===== src/tbr_defs.vh =====
// Constants shared by the bus role configuration block
`ifndef TBR_DEFS_VH
`define TBR_DEFS_VH

// ****************************************************************
// Role strap codes
// ****************************************************************
`define TBR_ROLE_MAIN 3'h0
`define TBR_ROLE_SEC 3'h1
`define TBR_ROLE_SDR_MAIN 3'h2
`define TBR_ROLE_SDR_SEC 3'h3
`define TBR_ROLE_TGT 3'h4
`define TBR_ROLE_SDR_TGT 3'h5

// ****************************************************************
// Bus traits byte layout and codes
// ****************************************************************
`define TBR_BT_ROLE_HI 7
`define TBR_BT_ROLE_LO 6
`define TBR_BT_HDR 5
`define TBR_BT_BRIDGE 4
`define TBR_BT_OFFLINE 3
`define TBR_BT_ROLE_TGT 2'h0
`define TBR_BT_ROLE_CTRL 2'h1
`define TBR_BT_RESET 8'h00

// ****************************************************************
// Addressing
// ****************************************************************
`define TBR_DYN_ADDR_BASE 7'h08
`define TBR_ADDR_BCAST 7'h7E
`define TBR_ADDR_RESET 7'h00

// ****************************************************************
// Exit pattern timing
// ****************************************************************
`define TBR_EXIT_FALLS 4'h4
`define TBR_CLK_NS 20
`define TBR_EXIT_HALF_NS 100
`define TBR_EXIT_HALF_CYC ((`TBR_EXIT_HALF_NS + `TBR_CLK_NS - 1) / `TBR_CLK_NS)

`endif


===== src/tbr_exit_pattern.v =====
// High-rate exit pattern detector and generator on the two bus pins
`timescale 1ns/10ps
`include "tbr_defs.vh"

module tbr_exit_pattern
(
  input wire clk,
  input wire reset,
  input wire sda_in,
  input wire scl_in,
  input wire gen_req,
  output reg sda_out,
  output reg sda_oe_n,
  output reg scl_out,
  output reg scl_oe_n,
  output reg exit_seen,
  output wire gen_busy
);

  localparam integer HALF_INT = `TBR_EXIT_HALF_CYC;
  localparam [7:0] HALF_CYC = HALF_INT[7:0];

  // ****************************************************************
  // Pin synchronisers and filtered levels
  // ****************************************************************
  reg [2:0] sda_sync;
  reg [2:0] scl_sync;
  reg sda_f;
  reg scl_f;
  reg [3:0] fall_cnt;

  always @(posedge clk)
  begin
    if (reset)
    begin
      sda_sync <= 3'h7;
      scl_sync <= 3'h7;
      sda_f <= 1'b1;
      scl_f <= 1'b1;
      fall_cnt <= 4'h0;
      exit_seen <= 1'b0;
    end
    else
    begin
      sda_sync <= {sda_sync[1:0], sda_in};
      scl_sync <= {scl_sync[1:0], scl_in};
      exit_seen <= 1'b0;
      if (sda_sync[1] == sda_sync[2])
        sda_f <= sda_sync[2];
      if (scl_sync[1] == scl_sync[2])
        scl_f <= scl_sync[2];
      // Falls only count while the clock line is held low
      if (scl_f)
        fall_cnt <= 4'h0;
      else if (sda_f && !sda_sync[1] && !sda_sync[2])
      begin
        if (fall_cnt == `TBR_EXIT_FALLS - 4'h1)
        begin
          fall_cnt <= 4'h0;
          exit_seen <= 1'b1;
        end
        else
          fall_cnt <= fall_cnt + 4'h1;
      end
    end
  end

  // ****************************************************************
  // Generator: clock held low, data pulled low four times
  // ****************************************************************
  reg [7:0] tick_cnt;
  reg [3:0] phase;
  reg active;

  assign gen_busy = active;

  always @(posedge clk)
  begin
    if (reset)
    begin
      tick_cnt <= 8'h00;
      phase <= 4'h0;
      active <= 1'b0;
      sda_out <= 1'b0;
      scl_out <= 1'b0;
      sda_oe_n <= 1'b1;
      scl_oe_n <= 1'b1;
    end
    else if (!active)
    begin
      if (gen_req)
      begin
        active <= 1'b1;
        phase <= 4'h0;
        tick_cnt <= 8'h00;
        scl_oe_n <= 1'b0;
        sda_oe_n <= 1'b1;
      end
    end
    else if (tick_cnt == HALF_CYC - 8'h01)
    begin
      tick_cnt <= 8'h00;
      phase <= phase + 4'h1;
      if (phase == (`TBR_EXIT_FALLS << 1))
      begin
        // Release both lines; pull-ups restore idle
        active <= 1'b0;
        scl_oe_n <= 1'b1;
        sda_oe_n <= 1'b1;
      end
      else
        sda_oe_n <= phase[0];
    end
    else
      tick_cnt <= tick_cnt + 8'h01;
  end

endmodule // tbr_exit_pattern


===== src/tbr_role_config.v =====
// Role-dependent bus configuration, address assignment and capabilities
`timescale 1ns/10ps
`include "tbr_defs.vh"

// What this block does
// - Bring-up happens only in single-rate mode
// - Single-rate mode is default; high-rate entered from it
// - Main controller assigns unique addresses, itself included
// - Lower dynamic address wins interrupt arbitration
// - Share addresses and traits with secondary controllers
// - Enabled features reported in traits register
// - Legacy devices known before bring-up starts
// - Targets ignore legacy two-wire traffic
// - Each role performs all its matrix duties
// - Only controllers manage data-line arbitration
// - Only main controllers assign addresses at start-up
// - Hot-join assignment: main yes, secondary optional
// - Full-capability roles accept high-rate access
// - Full-capability controllers may drive high-rate transfers
// - Every controller can generate the exit pattern
// - Every target detects the exit pattern
// - Traits top bits: 00 target, 01 controller
module tbr_role_config
#(
  parameter MAX_DEV = 8,
  parameter SW = 3,
  parameter BRIDGE = 1'b0,
  parameter OFFLINE = 1'b0,
  parameter [2:0] LOW_TRAITS = 3'h0
)
(
  input wire clk,
  input wire reset,
  input wire [2:0] role_strap,
  input wire hj_assign_en,
  input wire bus_start,
  input wire legacy_known,
  input wire [6:0] legacy_addr,
  input wire [MAX_DEV-1:0] dev_present,
  input wire sec_present,
  output wire assign_valid,
  input wire assign_ready,
  output reg [6:0] assign_addr,
  output reg [SW-1:0] assign_slot,
  input wire [7:0] assign_traits,
  output wire share_valid,
  input wire share_ready,
  output reg [6:0] share_addr,
  output reg [7:0] share_traits,
  input wire hj_req,
  input wire [SW-1:0] hj_slot,
  input wire dyn_addr_set,
  input wire [6:0] dyn_addr_in,
  input wire [MAX_DEV-1:0] ibi_req,
  output reg ibi_grant,
  output reg [SW-1:0] ibi_grant_slot,
  input wire frame_valid,
  input wire frame_legacy,
  input wire [6:0] frame_addr,
  output wire frame_respond,
  input wire hdr_enter_req,
  input wire exit_gen_req,
  input wire sda_in,
  input wire scl_in,
  output wire sda_out,
  output wire sda_oe_n,
  output wire scl_out,
  output wire scl_oe_n,
  output reg [7:0] bus_traits,
  output reg [6:0] own_addr,
  output reg own_addr_valid,
  output wire [4:0] bus_mode,
  output wire can_arbitrate,
  output wire can_hdr_access,
  output wire can_hdr_drive,
  output wire exit_busy
);

  localparam [4:0] ST_IDLE = 5'h01;
  localparam [4:0] ST_ASSIGN = 5'h02;
  localparam [4:0] ST_SHARE = 5'h04;
  localparam [4:0] ST_SDR = 5'h08;
  localparam [4:0] ST_HDR = 5'h10;
  localparam integer LAST_INT = MAX_DEV - 1;
  localparam [SW-1:0] LAST = LAST_INT[SW-1:0];

  // ****************************************************************
  // Role capture and capability decode
  // ****************************************************************
  reg [2:0] role;
  reg role_taken;
  wire is_main;
  wire is_ctrl;
  wire is_full;

  // Strap is caught on the first clock after reset is released
  always @(posedge clk)
  begin
    if (reset)
    begin
      role <= `TBR_ROLE_TGT;
      role_taken <= 1'b0;
    end
    else if (!role_taken)
    begin
      role <= role_strap;
      role_taken <= 1'b1;
    end
  end

  assign is_main = (role == `TBR_ROLE_MAIN) || (role == `TBR_ROLE_SDR_MAIN);
  assign is_ctrl = is_main || (role == `TBR_ROLE_SEC) ||
    (role == `TBR_ROLE_SDR_SEC);
  assign is_full = (role == `TBR_ROLE_MAIN) || (role == `TBR_ROLE_SEC) ||
    (role == `TBR_ROLE_TGT);
  assign can_arbitrate = role_taken && is_ctrl;
  assign can_hdr_access = role_taken && is_full;
  assign can_hdr_drive = role_taken && is_full && is_ctrl;

  // Hot-join assignment: always for main, optional for secondary
  wire hj_allowed;
  assign hj_allowed = role_taken &&
    (is_main || (is_ctrl && hj_assign_en));

  always @(posedge clk)
  begin
    if (reset)
      bus_traits <= `TBR_BT_RESET;
    else
    begin
      bus_traits[`TBR_BT_ROLE_HI:`TBR_BT_ROLE_LO] <= is_ctrl ?
        `TBR_BT_ROLE_CTRL : `TBR_BT_ROLE_TGT;
      bus_traits[`TBR_BT_HDR] <= is_full;
      bus_traits[`TBR_BT_BRIDGE] <= BRIDGE;
      bus_traits[`TBR_BT_OFFLINE] <= OFFLINE;
      bus_traits[2:0] <= LOW_TRAITS;
    end
  end

  // ****************************************************************
  // Address allocation helper
  // ****************************************************************
  // Skips the legacy fixed address and the broadcast address
  function [6:0] adv;
    input [6:0] a;
    input [6:0] skip;
    reg [6:0] n;
    begin
      n = a + 7'h01;
      if (n == skip || n == `TBR_ADDR_BCAST)
        n = n + 7'h01;
      if (n == skip || n == `TBR_ADDR_BCAST)
        n = n + 7'h01;
      adv = n;
    end
  endfunction

  // ****************************************************************
  // Configuration state machine
  // ****************************************************************
  reg [4:0] state;
  reg [MAX_DEV-1:0] assigned;
  reg [6:0] addr_tab [0:MAX_DEV-1];
  reg [7:0] traits_tab [0:MAX_DEV-1];
  reg hj_pending;
  reg start_seen;
  reg [SW-1:0] share_slot;
  wire exit_seen;
  wire scan_slot_ok;

  assign bus_mode = state;
  assign scan_slot_ok = dev_present[assign_slot];
  assign assign_valid = ((state == ST_ASSIGN) && own_addr_valid &&
    scan_slot_ok) || ((state == ST_SDR) && hj_pending);
  assign share_valid = (state == ST_SHARE) && assigned[share_slot];

  always @(posedge clk)
  begin
    if (reset)
    begin
      state <= ST_IDLE;
      assigned <= {MAX_DEV{1'b0}};
      own_addr <= `TBR_ADDR_RESET;
      own_addr_valid <= 1'b0;
      assign_addr <= `TBR_DYN_ADDR_BASE;
      assign_slot <= {SW{1'b0}};
      share_slot <= {SW{1'b0}};
      share_addr <= `TBR_ADDR_RESET;
      share_traits <= 8'h00;
      hj_pending <= 1'b0;
      start_seen <= 1'b0;
    end
    else
    begin
      if (bus_start)
        start_seen <= 1'b1;
      case (state)
        ST_IDLE:
        begin
          // Main waits for legacy devices to be known first
          if (is_main && start_seen && legacy_known)
          begin
            state <= ST_ASSIGN;
            assign_addr <= `TBR_DYN_ADDR_BASE;
            assign_slot <= {SW{1'b0}};
            assigned <= {MAX_DEV{1'b0}};
          end
          else if (!is_main && role_taken && dyn_addr_set)
          begin
            own_addr <= dyn_addr_in;
            own_addr_valid <= 1'b1;
            state <= ST_SDR;
          end
        end
        ST_ASSIGN:
        begin
          if (!own_addr_valid)
          begin
            own_addr <= assign_addr;
            own_addr_valid <= 1'b1;
            assign_addr <= adv(assign_addr, legacy_addr);
          end
          else if (!scan_slot_ok || assign_ready)
          begin
            if (scan_slot_ok)
            begin
              addr_tab[assign_slot] <= assign_addr;
              traits_tab[assign_slot] <= assign_traits;
              assigned[assign_slot] <= 1'b1;
              assign_addr <= adv(assign_addr, legacy_addr);
            end
            if (assign_slot == LAST)
            begin
              share_slot <= {SW{1'b0}};
              share_addr <= addr_tab[0];
              share_traits <= traits_tab[0];
              state <= sec_present ? ST_SHARE : ST_SDR;
            end
            else
              assign_slot <= assign_slot + {{(SW-1){1'b0}}, 1'b1};
          end
        end
        ST_SHARE:
        begin
          if (!assigned[share_slot] || share_ready)
          begin
            if (share_slot == LAST)
              state <= ST_SDR;
            else
            begin
              share_slot <= share_slot + {{(SW-1){1'b0}}, 1'b1};
              share_addr <= addr_tab[share_slot + {{(SW-1){1'b0}}, 1'b1}];
              share_traits <=
                traits_tab[share_slot + {{(SW-1){1'b0}}, 1'b1}];
            end
          end
        end
        ST_SDR:
        begin
          if (hj_pending)
          begin
            if (assign_ready)
            begin
              addr_tab[assign_slot] <= assign_addr;
              traits_tab[assign_slot] <= assign_traits;
              assigned[assign_slot] <= 1'b1;
              assign_addr <= adv(assign_addr, legacy_addr);
              hj_pending <= 1'b0;
            end
          end
          else if (hj_req && hj_allowed)
          begin
            hj_pending <= 1'b1;
            assign_slot <= hj_slot;
          end
          else if (!is_main && dyn_addr_set)
            own_addr <= dyn_addr_in;
          else if (hdr_enter_req && is_full && own_addr_valid)
            state <= ST_HDR;
        end
        ST_HDR:
        begin
          if (exit_seen)
            state <= ST_SDR;
        end
        default:
          state <= ST_IDLE;
      endcase
    end
  end

  // ****************************************************************
  // Interrupt arbitration by dynamic address
  // ****************************************************************
  wire [MAX_DEV-1:0] ibi_elig;
  genvar g;
  generate
    for (g = 0; g < MAX_DEV; g = g + 1)
    begin : g_elig
      assign ibi_elig[g] = ibi_req[g] && assigned[g];
    end
  endgenerate

  reg best_found;
  reg [SW-1:0] best_slot;
  reg [6:0] best_addr;
  integer i;

  // Lowest address wins; linear search is fine for a handful of slots
  always @*
  begin
    best_found = 1'b0;
    best_slot = {SW{1'b0}};
    best_addr = 7'h7F;
    for (i = 0; i < MAX_DEV; i = i + 1)
    begin
      if (ibi_elig[i] && (!best_found || addr_tab[i] < best_addr))
      begin
        best_found = 1'b1;
        best_slot = i[SW-1:0];
        best_addr = addr_tab[i];
      end
    end
  end

  always @(posedge clk)
  begin
    if (reset)
    begin
      ibi_grant <= 1'b0;
      ibi_grant_slot <= {SW{1'b0}};
    end
    else
    begin
      ibi_grant <= can_arbitrate && (state == ST_SDR) &&
        best_found;
      if (best_found)
        ibi_grant_slot <= best_slot;
    end
  end

  // ****************************************************************
  // Frame filter for targets
  // ****************************************************************
  // Legacy frames never reach the target decode, even on address match
  assign frame_respond = frame_valid && !frame_legacy && own_addr_valid &&
    (state == ST_SDR) && (frame_addr == own_addr);

  // ****************************************************************
  // Exit pattern pins
  // ****************************************************************
  tbr_exit_pattern u_exit
  (
    .clk(clk),
    .reset(reset),
    .sda_in(sda_in),
    .scl_in(scl_in),
    .gen_req(exit_gen_req && can_arbitrate),
    .sda_out(sda_out),
    .sda_oe_n(sda_oe_n),
    .scl_out(scl_out),
    .scl_oe_n(scl_oe_n),
    .exit_seen(exit_seen),
    .gen_busy(exit_busy)
  );

endmodule // tbr_role_config


===== config.mk =====
export PLATFORM = sky130hd
export DESIGN_NAME = tbr_role_config
export DESIGN_NICKNAME = d
export VERILOG_FILES = /design/src/tbr_exit_pattern.v /design/src/tbr_role_config.v
export VERILOG_INCLUDE_DIRS = /design/src
export SDC_FILE = /design/constraint.sdc
export NUM_CORES = 1
export LEC_CHECK = 0
export ABC_AREA = 1
export BUFFER_PORTS_ARGS = -buffer_cell sky130_fd_sc_hd__buf_4
export CAP_MARGIN = 20
export CORE_MARGIN = 5
export CORE_UTILIZATION = 55
export DETAILED_ROUTE_END_ITERATION = 10
export PLACE_DENSITY_LB_ADDON = 0.25
export SYNTH_ARGS = -nofsm -noshare
export SYNTH_HDL_FRONTEND = slang
export SYNTH_SLANG_ARGS = --single-unit

===== constraint.sdc =====
create_clock -name clk -period 12.1 [get_ports clk]
set_input_delay 1.21 -clock clk [delete_from_list [all_inputs] [get_ports clk]]
set_output_delay 1.21 -clock clk [all_outputs]
set_load 0.03 [all_outputs]

==> metrics, run 1 <==
cell area after synthesis about 0.011 mm²; Hold Crit Class flip-flop to flip-flop; first-pass GRT wire length around 50000 µm; Die Width 153 µm; clock slew at reported path FFs 0.06 ns; most common cell type on the critical path nand2_1; ant diodes 0; RSZ-0062 raised after global routing no; number of synthesized flops with an enable pin 120; min Tclk post-route slightly above 9 ns; crit path launch type primary input; Slew Viols, Final 0; Final ANT Viol Nets 0; largest net degree at the start of global routing approximately 80; measured slew at the worst slew-check pin 1.03 ns; Worst Path Arrival approximately 10 ns; Post-Syn Instances 1387; initial antenna violation count 0; site row count between 50 and 60; Port Buf Inserts between 100 and 150; synth unique cells 45; TritonCTS buffer count 21; Peak Freq 0.108 GHz; Fin Setup TNS 0 ns; Post-Place Worst Slack 2.34 ns; Tot GR Track Use 0.256; CP endpoint kind flip-flop; WHS Path Cells 1; worst clock skew around 0.0084 ns; setup ws final around 2.8 ns; Mapped Avg Cell Area approximately 8.1 µm²; commonest non-fill, non-tap cell in the layout nand2_1; Max-cap violations 0; via/cell ratio approximately 5.7; Initial Util 0.557; Max VDD drop 111 µV; Synth area leaders edfxtp_1 (32%), dfxtp_1 (16%), nand2_1 (7.8%), o21ai_0 (6.7%), inv_1 (5.5%); Max Root-Sink Buffers 3; layout cell share with drive strength beyond 1 0.137; iteration-0 DRC count of the detailed router between 800 and 900; number of global-route vias before repair 9748; Root Driver clkbuf_16; GR Overflow Total 0; worst setup path category primary input to flip-flop; Clock Latency Late Sink 0.50 ns; hold violation count in the final report 0; Yosys Warn Count 0; Total Routed Length 30700 µm; R2R depth 58; Post-CTS Setup Bufs 0; LEAKAGE ~5.7 nW; top_reg_cell synth edfxtp_1; Post-CTS Hold Buffers 0; Final #Nets ~1600; Synth async-reset ratio 0; htree depth 1; period utilization 0.768; die height about 150 µm; cell area power density roughly 140 mW/mm²; crit-path max FO 16; Avg WL per Cell roughly 17 µm; Synth area leader edfxtp_1; Setup Viol. Count Final 0; CTS tree done; Slew HR 0.307; hpwl dp roughly 22000 µm; DIE AREA 0.0235 mm²; Worst EP required between 10 and 15 ns; clk sinks ~210; io pins approximately 130; fraction of the yosys area taken by sequential cells 0.478; Final Wtd Congestion 0.928; 1st-pass router iterations 5; post-synth top area share 0.320; post-cts gate resize count 0; outcome complete, no violations; core outline area ~0.02 mm²; commonest non-fill, non-tap cells in the layout nand2_1 (234), inv_1 (165), o21ai_0 (151); Yosys reg bits around 210; slowest cell on the critical path o21ai_0; Residual DRC 0; Critical Path Max Stage Delay 0.37 ns; routed vias 10100; synthesis-to-finish area growth 16.5%
-- critical path, delay by kind of cell --
kind / cells / cell delay, ns
simple gates: 36 / 3.39
compound gates: 15 / 2.93
fa+ha+maj: 7 / 2.05
buf+inv: 1 / 0.13
-- logic make-up after synthesis --
kind of cell,count (synthesis),share of synthesized area
DFF,209,0.478
AOI/OAI and AO/OA,332,0.164
buffers and inverters,232,0.0827
xor gates and xnor gates,23,0.0179
other,1,0.000333
and+or+nand+nor,553,0.216
adders and majority gates,37,0.0411
-- cell usage after synthesis (all sizes together), types with 3 or more instances --
master,n
a211oi,9
dfxtp,89
a31oi,9
a221oi,19
edfxtp,120
nand4,26
buf,15
o22ai,13
clkbuf,42
or2,6
o21ai,151
nand3,97
o21bai,7
nand2,251
clkinv,9
nor4,12
o211ai,3
xor2,12
ha,37
nor3,19
xnor2,11
nor2,137
inv,166
a21oi,112
nand3b,3
-- area by class of cell --
| class | instances | area, µm² |
|---|---|---|
| Fill cell | 1683 | 7100 |
| Sequential cell | 209 | 5390 |
| Multi-Input combinational cell | 953 | 5030 |
| Timing Repair Buffer | 134 | 1010 |
| Inverter | 175 | 657 |
| Clock buffer | 29 | 617 |
| Tap cell | 270 | 338 |
| Clock inverter | 9 | 101 |
-- per-stage QoR --
stage                      util  cells  hold WS (ns)  cell area [µm²]  total power, W
after floorplan               -   1394         0.389            11300         0.00106
after global placement    0.614   1741         0.392            12400         0.00118
after detailed placement  0.614   1741         0.405            12400         0.00118
after CTS                 0.649   1779         0.421            13100         0.00184
after global routing      0.649   1779         0.429            13100         0.00193
final                     0.649   1779         0.417            13100         0.00184
-- per-layer routing --
metal  track usage  up-vias  part of all wire
met5             0        -                 0
met4        0.0844        0             0.031
met3        0.0413       69             0.085
met2         0.435      427              0.48
met1         0.337     4687              0.40
li1              -     4950                 -
-- state kept, by name (all words and copies together), names as in the netlist, 4 cells and up --
name,cells
addr_tab,56
assign_addr,7
assigned,8
bus_mode,5
own_addr,7
share_addr,7
share_traits,8
traits_tab,64
u_exit.fall_cnt,4
u_exit.phase,4
u_exit.tick_cnt,8
-- power by group --
part | total [W] | switching [W] | leakage, nW | internal [W]
logic | 0.000361 | 0.000237 | 3.46 | 0.000124
registers | 0.000812 | 0.0000368 | 1.85 | 0.000776
clock network | 0.000669 | 0.000268 | 0.358 | 0.000401
-- final timing paths --
check | to | slack (ns) | start
hold / removal | u_exit.scl_sync[1] | 0.42 | u_exit.scl_sync[0]
setup reg to reg | ibi_grant_slot[0] | 2.98 | assigned[0]
setup / recovery | ibi_grant_slot[0] | 2.80 | ibi_req[0]
hold reg to reg | u_exit.scl_sync[1] | 0.42 | u_exit.scl_sync[0]
Note: power is estimated with default switching activity, not from simulation.
==> run 2: changes to the inputs <==
--- a/config.mk
+++ b/config.mk
@@ -6,11 +6,11 @@
 export SDC_FILE = /design/constraint.sdc
 export NUM_CORES = 1
 export LEC_CHECK = 0
-export ABC_AREA = 1
+export ABC_AREA = 0
 export BUFFER_PORTS_ARGS = -buffer_cell sky130_fd_sc_hd__buf_4
 export CAP_MARGIN = 20
 export CORE_MARGIN = 5
-export CORE_UTILIZATION = 55
+export CORE_UTILIZATION = 54
 export DETAILED_ROUTE_END_ITERATION = 10
 export PLACE_DENSITY_LB_ADDON = 0.25
 export SYNTH_ARGS = -nofsm -noshare
==> constraint.sdc (replaced) <==
create_clock -name clk -period 7.75 [get_ports clk]
set_input_delay 0.775 -clock clk [delete_from_list [all_inputs] [get_ports clk]]
set_output_delay 0.775 -clock clk [all_outputs]
set_load 0.03 [all_outputs]
==> metrics, run 2 <==
outcome finished with violations (was complete, no violations); failing checks setup timing; fraction of the yosys area taken by sequential cells 0.474 (was 0.478); number of synthesized flops with an enable pin 120 (unchanged); hold violation count in the final report 0 (unchanged); Post-Place Worst Slack -3.73 ns (was 2.34 ns); biggest regs traits_tab x64, addr_tab x56 (unchanged); Total Routed Length 32000 µm (was 30700 µm); number of global-route vias before repair 9431 (was 9748); htree depth 1 (unchanged); first-pass GRT wire length 50100 µm (was 49700 µm); CTS tree done (unchanged); routed vias 9431 (was 10100); Max-cap violations 0 (unchanged); RSZ-0062 raised after global routing yes (was no); worst setup path category flip-flop to flip-flop (was primary input to flip-flop); commonest cells in the netlist nor2_1 (147), edfxtp_1 (120), nand2_1 (102), dfxtp_1 (89), a21oi_1 (50) (was nand2_1 (234), inv_1 (165), o21ai_0 (151), nor2_1 (135), edfxtp_1 (120)); Port Buf Inserts 119 (unchanged); measured slew at the worst slew-check pin 1.12 ns (was 1.03 ns); cell area power density 228 mW/mm² (was 140 mW/mm²); initial antenna violation count 0 (unchanged); iteration-0 DRC count of the detailed router 696 (was 851); Clock Latency Late Sink 0.50 ns (about the same); Die Width 155 µm (was 153 µm); Mapped Avg Cell Area 10.5 µm² (was 8.13 µm²); LEAKAGE 5.66 nW (was 5.67 nW); Placed Cells 1542 (was 1741); site row count 53 (was 52); Critical Path Max Stage Delay 0.46 ns (was 0.37 ns); Post-CTS Hold Buffers 0 (unchanged); Synth async-reset ratio 0 (unchanged); hpwl dp 22600 µm (was 21800 µm); synthesis-to-finish area growth 26.3% (was 16.5%); Residual DRC 0 (unchanged); crit path launch type flip-flop (was primary input); Hold Crit Class flip-flop to flip-flop (unchanged); cell area after synthesis 0.0114 mm² (was 0.0113 mm²); Worst Path Arrival 11.26 ns (was 9.73 ns); Tot GR Track Use 0.259 (was 0.256); crit-path max FO 5 (was 16); synth unique cells 85 (was 45); Final Cell Area 0.0144 mm² (was 0.0131 mm²); Peak Freq 0.0920 GHz; io pins 128 (unchanged); Initial Util 0.544 (was 0.557); Max Root-Sink Buffers 3 (unchanged); DIE AREA 0.0241 mm² (was 0.0235 mm²); Max VDD drop 182 µV (was 111 µV); max reg flops 64 (unchanged); GR Overflow Total 0 (unchanged); Yosys Warn Count 0 (unchanged); clk sinks 209 (unchanged); count leader, synth nor2_1 (was nand2_1); area post-placement 0.0134 mm² (was 0.0124 mm²); core outline area 0.0209 mm² (was 0.0202 mm²); Layout Cells excl Fill 1605 (was 1779); ant diodes 0 (unchanged); overall power consumption 0.00327 W (was 0.00184 W); top_reg_cell synth edfxtp_1 (unchanged); via/cell ratio 5.88 (was 5.70); slowest cell on the critical path a2111o_4 (was o21ai_0); worst clock skew 0.00952 ns (was 0.00838 ns); setup ws final -3.12 ns (was 2.80 ns); largest net degree at the start of global routing 66 (was 79); Root Driver clkbuf_16 (unchanged); Slew Viols, Final 0 (unchanged); period utilization 1.40; min Tclk post-route 10.87 ns; Slew HR 0.254 (was 0.307); Setup Viol. Count Final 3 (was 0); Largest Register traits_tab (unchanged); WHS Path Cells 1 (unchanged); 1st-pass router iterations 5 (unchanged); post-synth top area share 0.317 (was 0.320); Final Wtd Congestion 0.945 (was 0.928); R2R depth 54 (was 58); clock slew at reported path FFs 0.06 ns (about the same); TritonCTS buffer count 21 (unchanged); layout cell share with drive strength beyond 1 0.307 (was 0.137); Post-Syn Instances 1083 (was 1387); Synth area leaders edfxtp_1 (32%), dfxtp_1 (16%), mux4_2 (6.3%), nor2_1 (4.9%), ha_1 (4.1%) (was edfxtp_1 (32%), dfxtp_1 (16%), nand2_1 (7.8%), o21ai_0 (6.7%), inv_1 (5.5%)); Worst EP required 8.14 ns (was 12.54 ns); die height 155 µm (was 153 µm); Synth area leader edfxtp_1 (unchanged); Avg WL per Cell 19.9 µm (was 17.2 µm); Final #Nets 1420 (was 1598); CP endpoint kind flip-flop (unchanged); Final ANT Viol Nets 0 (unchanged); commonest non-fill, non-tap cell in the layout buf_4 (was nand2_1); Yosys reg bits 209 (unchanged); commonest non-fill, non-tap cells in the layout buf_4 (252), nor2_1 (138), edfxtp_1 (120) (was nand2_1 (234), inv_1 (165), o21ai_0 (151))
## run 2: cell types whose count changed in the layout (fill, tap and decap cells not counted), sizes merged, moves of 32 or more
cell	delta
buf	+119
mux4	+32
nand3	-77
mux2i	+47
o21ai	-101
a21oi	-62
inv	-125
nand2	-149
## run 2: area by class of cell
class | count | area, µm²
Fill cell | 1582 | 6530
Multi-Input combinational cell | 788 | 5950
Sequential cell | 209 | 5390
Timing Repair Buffer | 253 | 1900
Clock buffer | 31 | 574
Tap cell | 275 | 344
Inverter | 43 | 169
Clock inverter | 6 | 35.0
## run 2: worst max-delay path: cells and delay by family (launching register included)
kind / cells / cell delay (ns)
buffers and inverters: 7 / 0.68
AND/OR/NAND/NOR: 13 / 2.03
AO/OA/AOI/OAI: 22 / 4.71
adder cells (fa/ha/maj): 7 / 1.62
flip-flops: 1 / 0.41
multiplexers: 5 / 1.29
## run 2: where the power goes
part | switching [W] | internal (W) | leakage (nW)
clock | 0.000412 | 0.000515 | 0.304
combinational | 0.000550 | 0.000513 | 3.52
sequential | 0.0000712 | 0.00121 | 1.83
## run 2: stage by stage
step                hold WS, ns  TNS (ns)  utilization
floorplan                 0.389    -11.15            -
global placement          0.396     -9.97        0.641
detailed placement        0.402    -10.95        0.641
CTS                       0.419     -9.05        0.680
global route              0.422    -10.66        0.688
finish                    0.415     -9.13        0.688
## run 2: cell families after synthesis
kind of cell	synth area share
mux	0.126
flops	0.474
compound gates	0.121
simple gates	0.165
xor+xnor	0.0362
other cells	0.000330
fa+ha+maj	0.0435
buf+inv	0.0341
## run 2: final timing paths
check                          start                 end  slack, ns
hold / removal    u_exit.sda_sync[0]  u_exit.sda_sync[1]       0.41
hold reg to reg   u_exit.sda_sync[0]  u_exit.sda_sync[1]       0.41
setup / recovery         assigned[0]   ibi_grant_slot[1]      -3.12
setup reg to reg         assigned[0]   ibi_grant_slot[1]      -3.12
## run 2: timing repair
| action | 4_1_cts | 5_1_grt |
|---|---|---|
| pin swaps | 27 | 24 |
| resized for setup | 19 | 17 |
| buffers inserted | 16 | 10 |
| endpoints found under the setup margin | 3 | 3 |
## run 2: routing by layer
metal	track usage	vias up	part of all wire
li1	-	4425	-
met1	0.341	4573	0.40
met2	0.444	378	0.50
met3	0.0465	55	0.079
met4	0.0706	0	0.021
met5	0	-	0
==> run 3: changes to the inputs <==
--- a/config.mk
+++ b/config.mk
@@ -12,7 +12,9 @@
 export CORE_MARGIN = 5
 export CORE_UTILIZATION = 54
 export DETAILED_ROUTE_END_ITERATION = 10
+export MAX_ROUTING_LAYER = met4
 export PLACE_DENSITY_LB_ADDON = 0.25
+export RECOVER_POWER = 25
 export SYNTH_ARGS = -nofsm -noshare
 export SYNTH_HDL_FRONTEND = slang
 export SYNTH_SLANG_ARGS = --single-unit
==> constraint.sdc (replaced) <==
create_clock -name clk -period 7.75 [get_ports clk]
set_input_delay 0.775 -clock clk [delete_from_list [all_inputs] [get_ports clk]]
set_output_delay 0.775 -clock clk [all_outputs]
set_load 0.02 [all_outputs]
==> metrics, run 3 (synthesis results as in run 2) <==
outcome finished with violations (unchanged); failing checks setup timing (unchanged); TritonCTS buffer count 21 (unchanged); reg2reg setup slack -3.31 ns (was -3.12 ns); period utilization 1.43 (was 1.40); Avg WL per Cell 20.1 µm (was 19.9 µm); 1st-pass router iterations 5 (unchanged); Min-Delay Endpoint u_exit.sda_sync[1] (unchanged); Worst Path Arrival 11.49 ns (was 11.26 ns); Slew HR 0.293 (was 0.254); Critical Path Max Stage Delay 0.43 ns (was 0.46 ns); CP endpoint kind flip-flop (unchanged); ant diodes 0 (unchanged); cell area power density 239 mW/mm² (was 228 mW/mm²); min Tclk post-route 11.06 ns (was 10.87 ns); WHS 0.413 ns (was 0.415 ns); site row count 53 (unchanged); WHS Path Cells 1 (unchanged); io pins 128 (unchanged); Slew Viols, Final 0 (unchanged); Fin Setup TNS -9.76 ns (was -9.13 ns); clk sinks 209 (unchanged); CTS tree done (unchanged); Total Routed Length 32100 µm (was 32000 µm); Post-Place Worst Slack -3.72 ns (was -3.73 ns); Placed Cells 1542 (unchanged); htree depth 1 (unchanged); iteration-0 DRC count of the detailed router 681 (was 696); routed vias 9435 (was 9431); worst r2r src addr_tab[0][4] (was assigned[0]); reg-to-reg endpoint ibi_grant_slot[1] (unchanged); worst setup path category flip-flop to flip-flop (unchanged); Setup Viol. Count Final 3 (unchanged); Max-cap violations 0 (unchanged); most common cell type on the critical path ha_4; measured slew at the worst slew-check pin 1.06 ns (was 1.12 ns); RSZ-0062 raised after global routing yes (unchanged); Die Width 155 µm (unchanged); first-pass GRT wire length 49900 µm (was 50100 µm); overall power consumption 0.00345 W (was 0.00327 W); Tot GR Track Use 0.267 (was 0.259); clock slew at reported path FFs 0.06 ns (about the same); Final Wtd Congestion 0.968 (was 0.945); Max VDD drop 198 µV (was 182 µV); Clock Latency Late Sink 0.51 ns (was 0.50 ns); GR Overflow Total 0 (unchanged); max reg flops 64 (unchanged); number of global-route vias before repair 9434 (was 9431); synthesis-to-finish area growth 27.1% (was 26.3%); Hold Crit Class flip-flop to flip-flop (unchanged); core outline area 0.0209 mm² (unchanged); die height 155 µm (unchanged); Final #Nets 1415 (was 1420); Storage cell area 0.00539 mm² (unchanged); hpwl dp 22300 µm (was 22600 µm); Worst Hold Launch u_exit.sda_sync[0] (unchanged); area occupied by multi-input gates 0.00594 mm² (was 0.00595 mm²); largest net degree at the start of global routing 66 (unchanged); Worst EP required 8.18 ns (was 8.14 ns); Layout Cells excl Fill 1601 (was 1605); biggest regs traits_tab x64, addr_tab x56 (unchanged); DIE AREA 0.0241 mm² (unchanged); Root Driver clkbuf_16 (unchanged); Port Buf Inserts 119 (unchanged); setup ws final -3.31 ns (was -3.12 ns); crit path launch type flip-flop (unchanged); Largest Register traits_tab (unchanged); initial antenna violation count 0 (unchanged); Max Root-Sink Buffers 3 (unchanged); hold violation count in the final report 0 (unchanged); crit-path max FO 5 (unchanged); Residual DRC 0 (unchanged); slowest cell on the critical path edfxtp_1 (was a2111o_4); Peak Freq 0.0904 GHz (was 0.0920 GHz); worst clock skew 0.0321 ns (was 0.00952 ns); commonest non-fill, non-tap cells in the layout buf_4 (239), nor2_1 (138), edfxtp_1 (120) (was buf_4 (252), nor2_1 (138), edfxtp_1 (120)); commonest non-fill, non-tap cell in the layout buf_4 (unchanged); LEAKAGE 5.68 nW (was 5.66 nW); Filler cells 1535 (was 1582); via/cell ratio 5.89 (was 5.88); Final ANT Viol Nets 0 (unchanged); R2R depth 56 (was 54); layout cell share with drive strength beyond 1 0.301 (was 0.307); Initial Util 0.544 (unchanged)
-- run 3: routing by layer --
layer  vias to the layer above  share of wire  global-route usage
li1                       4422              -                   -
met1                      4553           0.40               0.342
met2                       387           0.49               0.438
met3                        73          0.076              0.0378
met4                         0          0.033              0.0892
met5                         -              0                   -
-- run 3: worst max-delay path by stage --
stage / from / to / slack, ns
after floorplan: ibi_req[0] / ibi_grant_slot[1] / -3.78
after global placement: ibi_req[0] / ibi_grant_slot[1] / -3.38
after detailed placement: ibi_req[0] / ibi_grant_slot[1] / -3.72
after CTS: addr_tab[0][4] / ibi_grant_slot[1] / -3.05
after global routing: addr_tab[0][4] / ibi_grant_slot[1] / -3.82
final: addr_tab[0][4] / ibi_grant_slot[1] / -3.31
-- run 3: layout make-up --
type                    count  area share
inverters                  43      0.0119
repair buffers            248       0.127
clock inverters            13      0.0152
well taps                 275      0.0238
flip-flops and latches    209       0.373
clock buffers              25      0.0381
multi-input cells         788       0.411
-- run 3: critical path: cells and delay by family, from the launching register on --
kind                       cells  cell delay, ns
AOI/OAI and AO/OA             23            4.90
and+or+nand+nor               14            1.95
muxes                          6            1.64
adders and majority gates      7            1.57
buffers and inverters          6            0.50
DFF                            1            0.43
-- run 3: timing repair --
| action | 4_1_cts | 5_1_grt |
|---|---|---|
| pin swaps | 10 | 8 |
| resized for setup | 11 | 24 |
| hold buffers | 0 | 0 |
| setup endpoints to repair | 3 | 3 |
| buffers inserted | 13 | 8 |
-- run 3: stage by stage --
stage / utilization / area, µm²
final: 0.692 / 14400
after global routing: 0.692 / 14400
after CTS: 0.685 / 14300
after detailed placement: 0.641 / 13400
after global placement: 0.641 / 13400
after floorplan: - / 11600
-- run 3: where the power goes --
| part | leakage [nW] | internal [W] | total [W] | switching (W) |
|---|---|---|---|---|
| registers | 1.83 | 0.00121 | 0.00128 | 0.0000707 |
| logic | 3.47 | 0.000510 | 0.00104 | 0.000531 |
| clock network | 0.376 | 0.000709 | 0.00112 | 0.000416 |
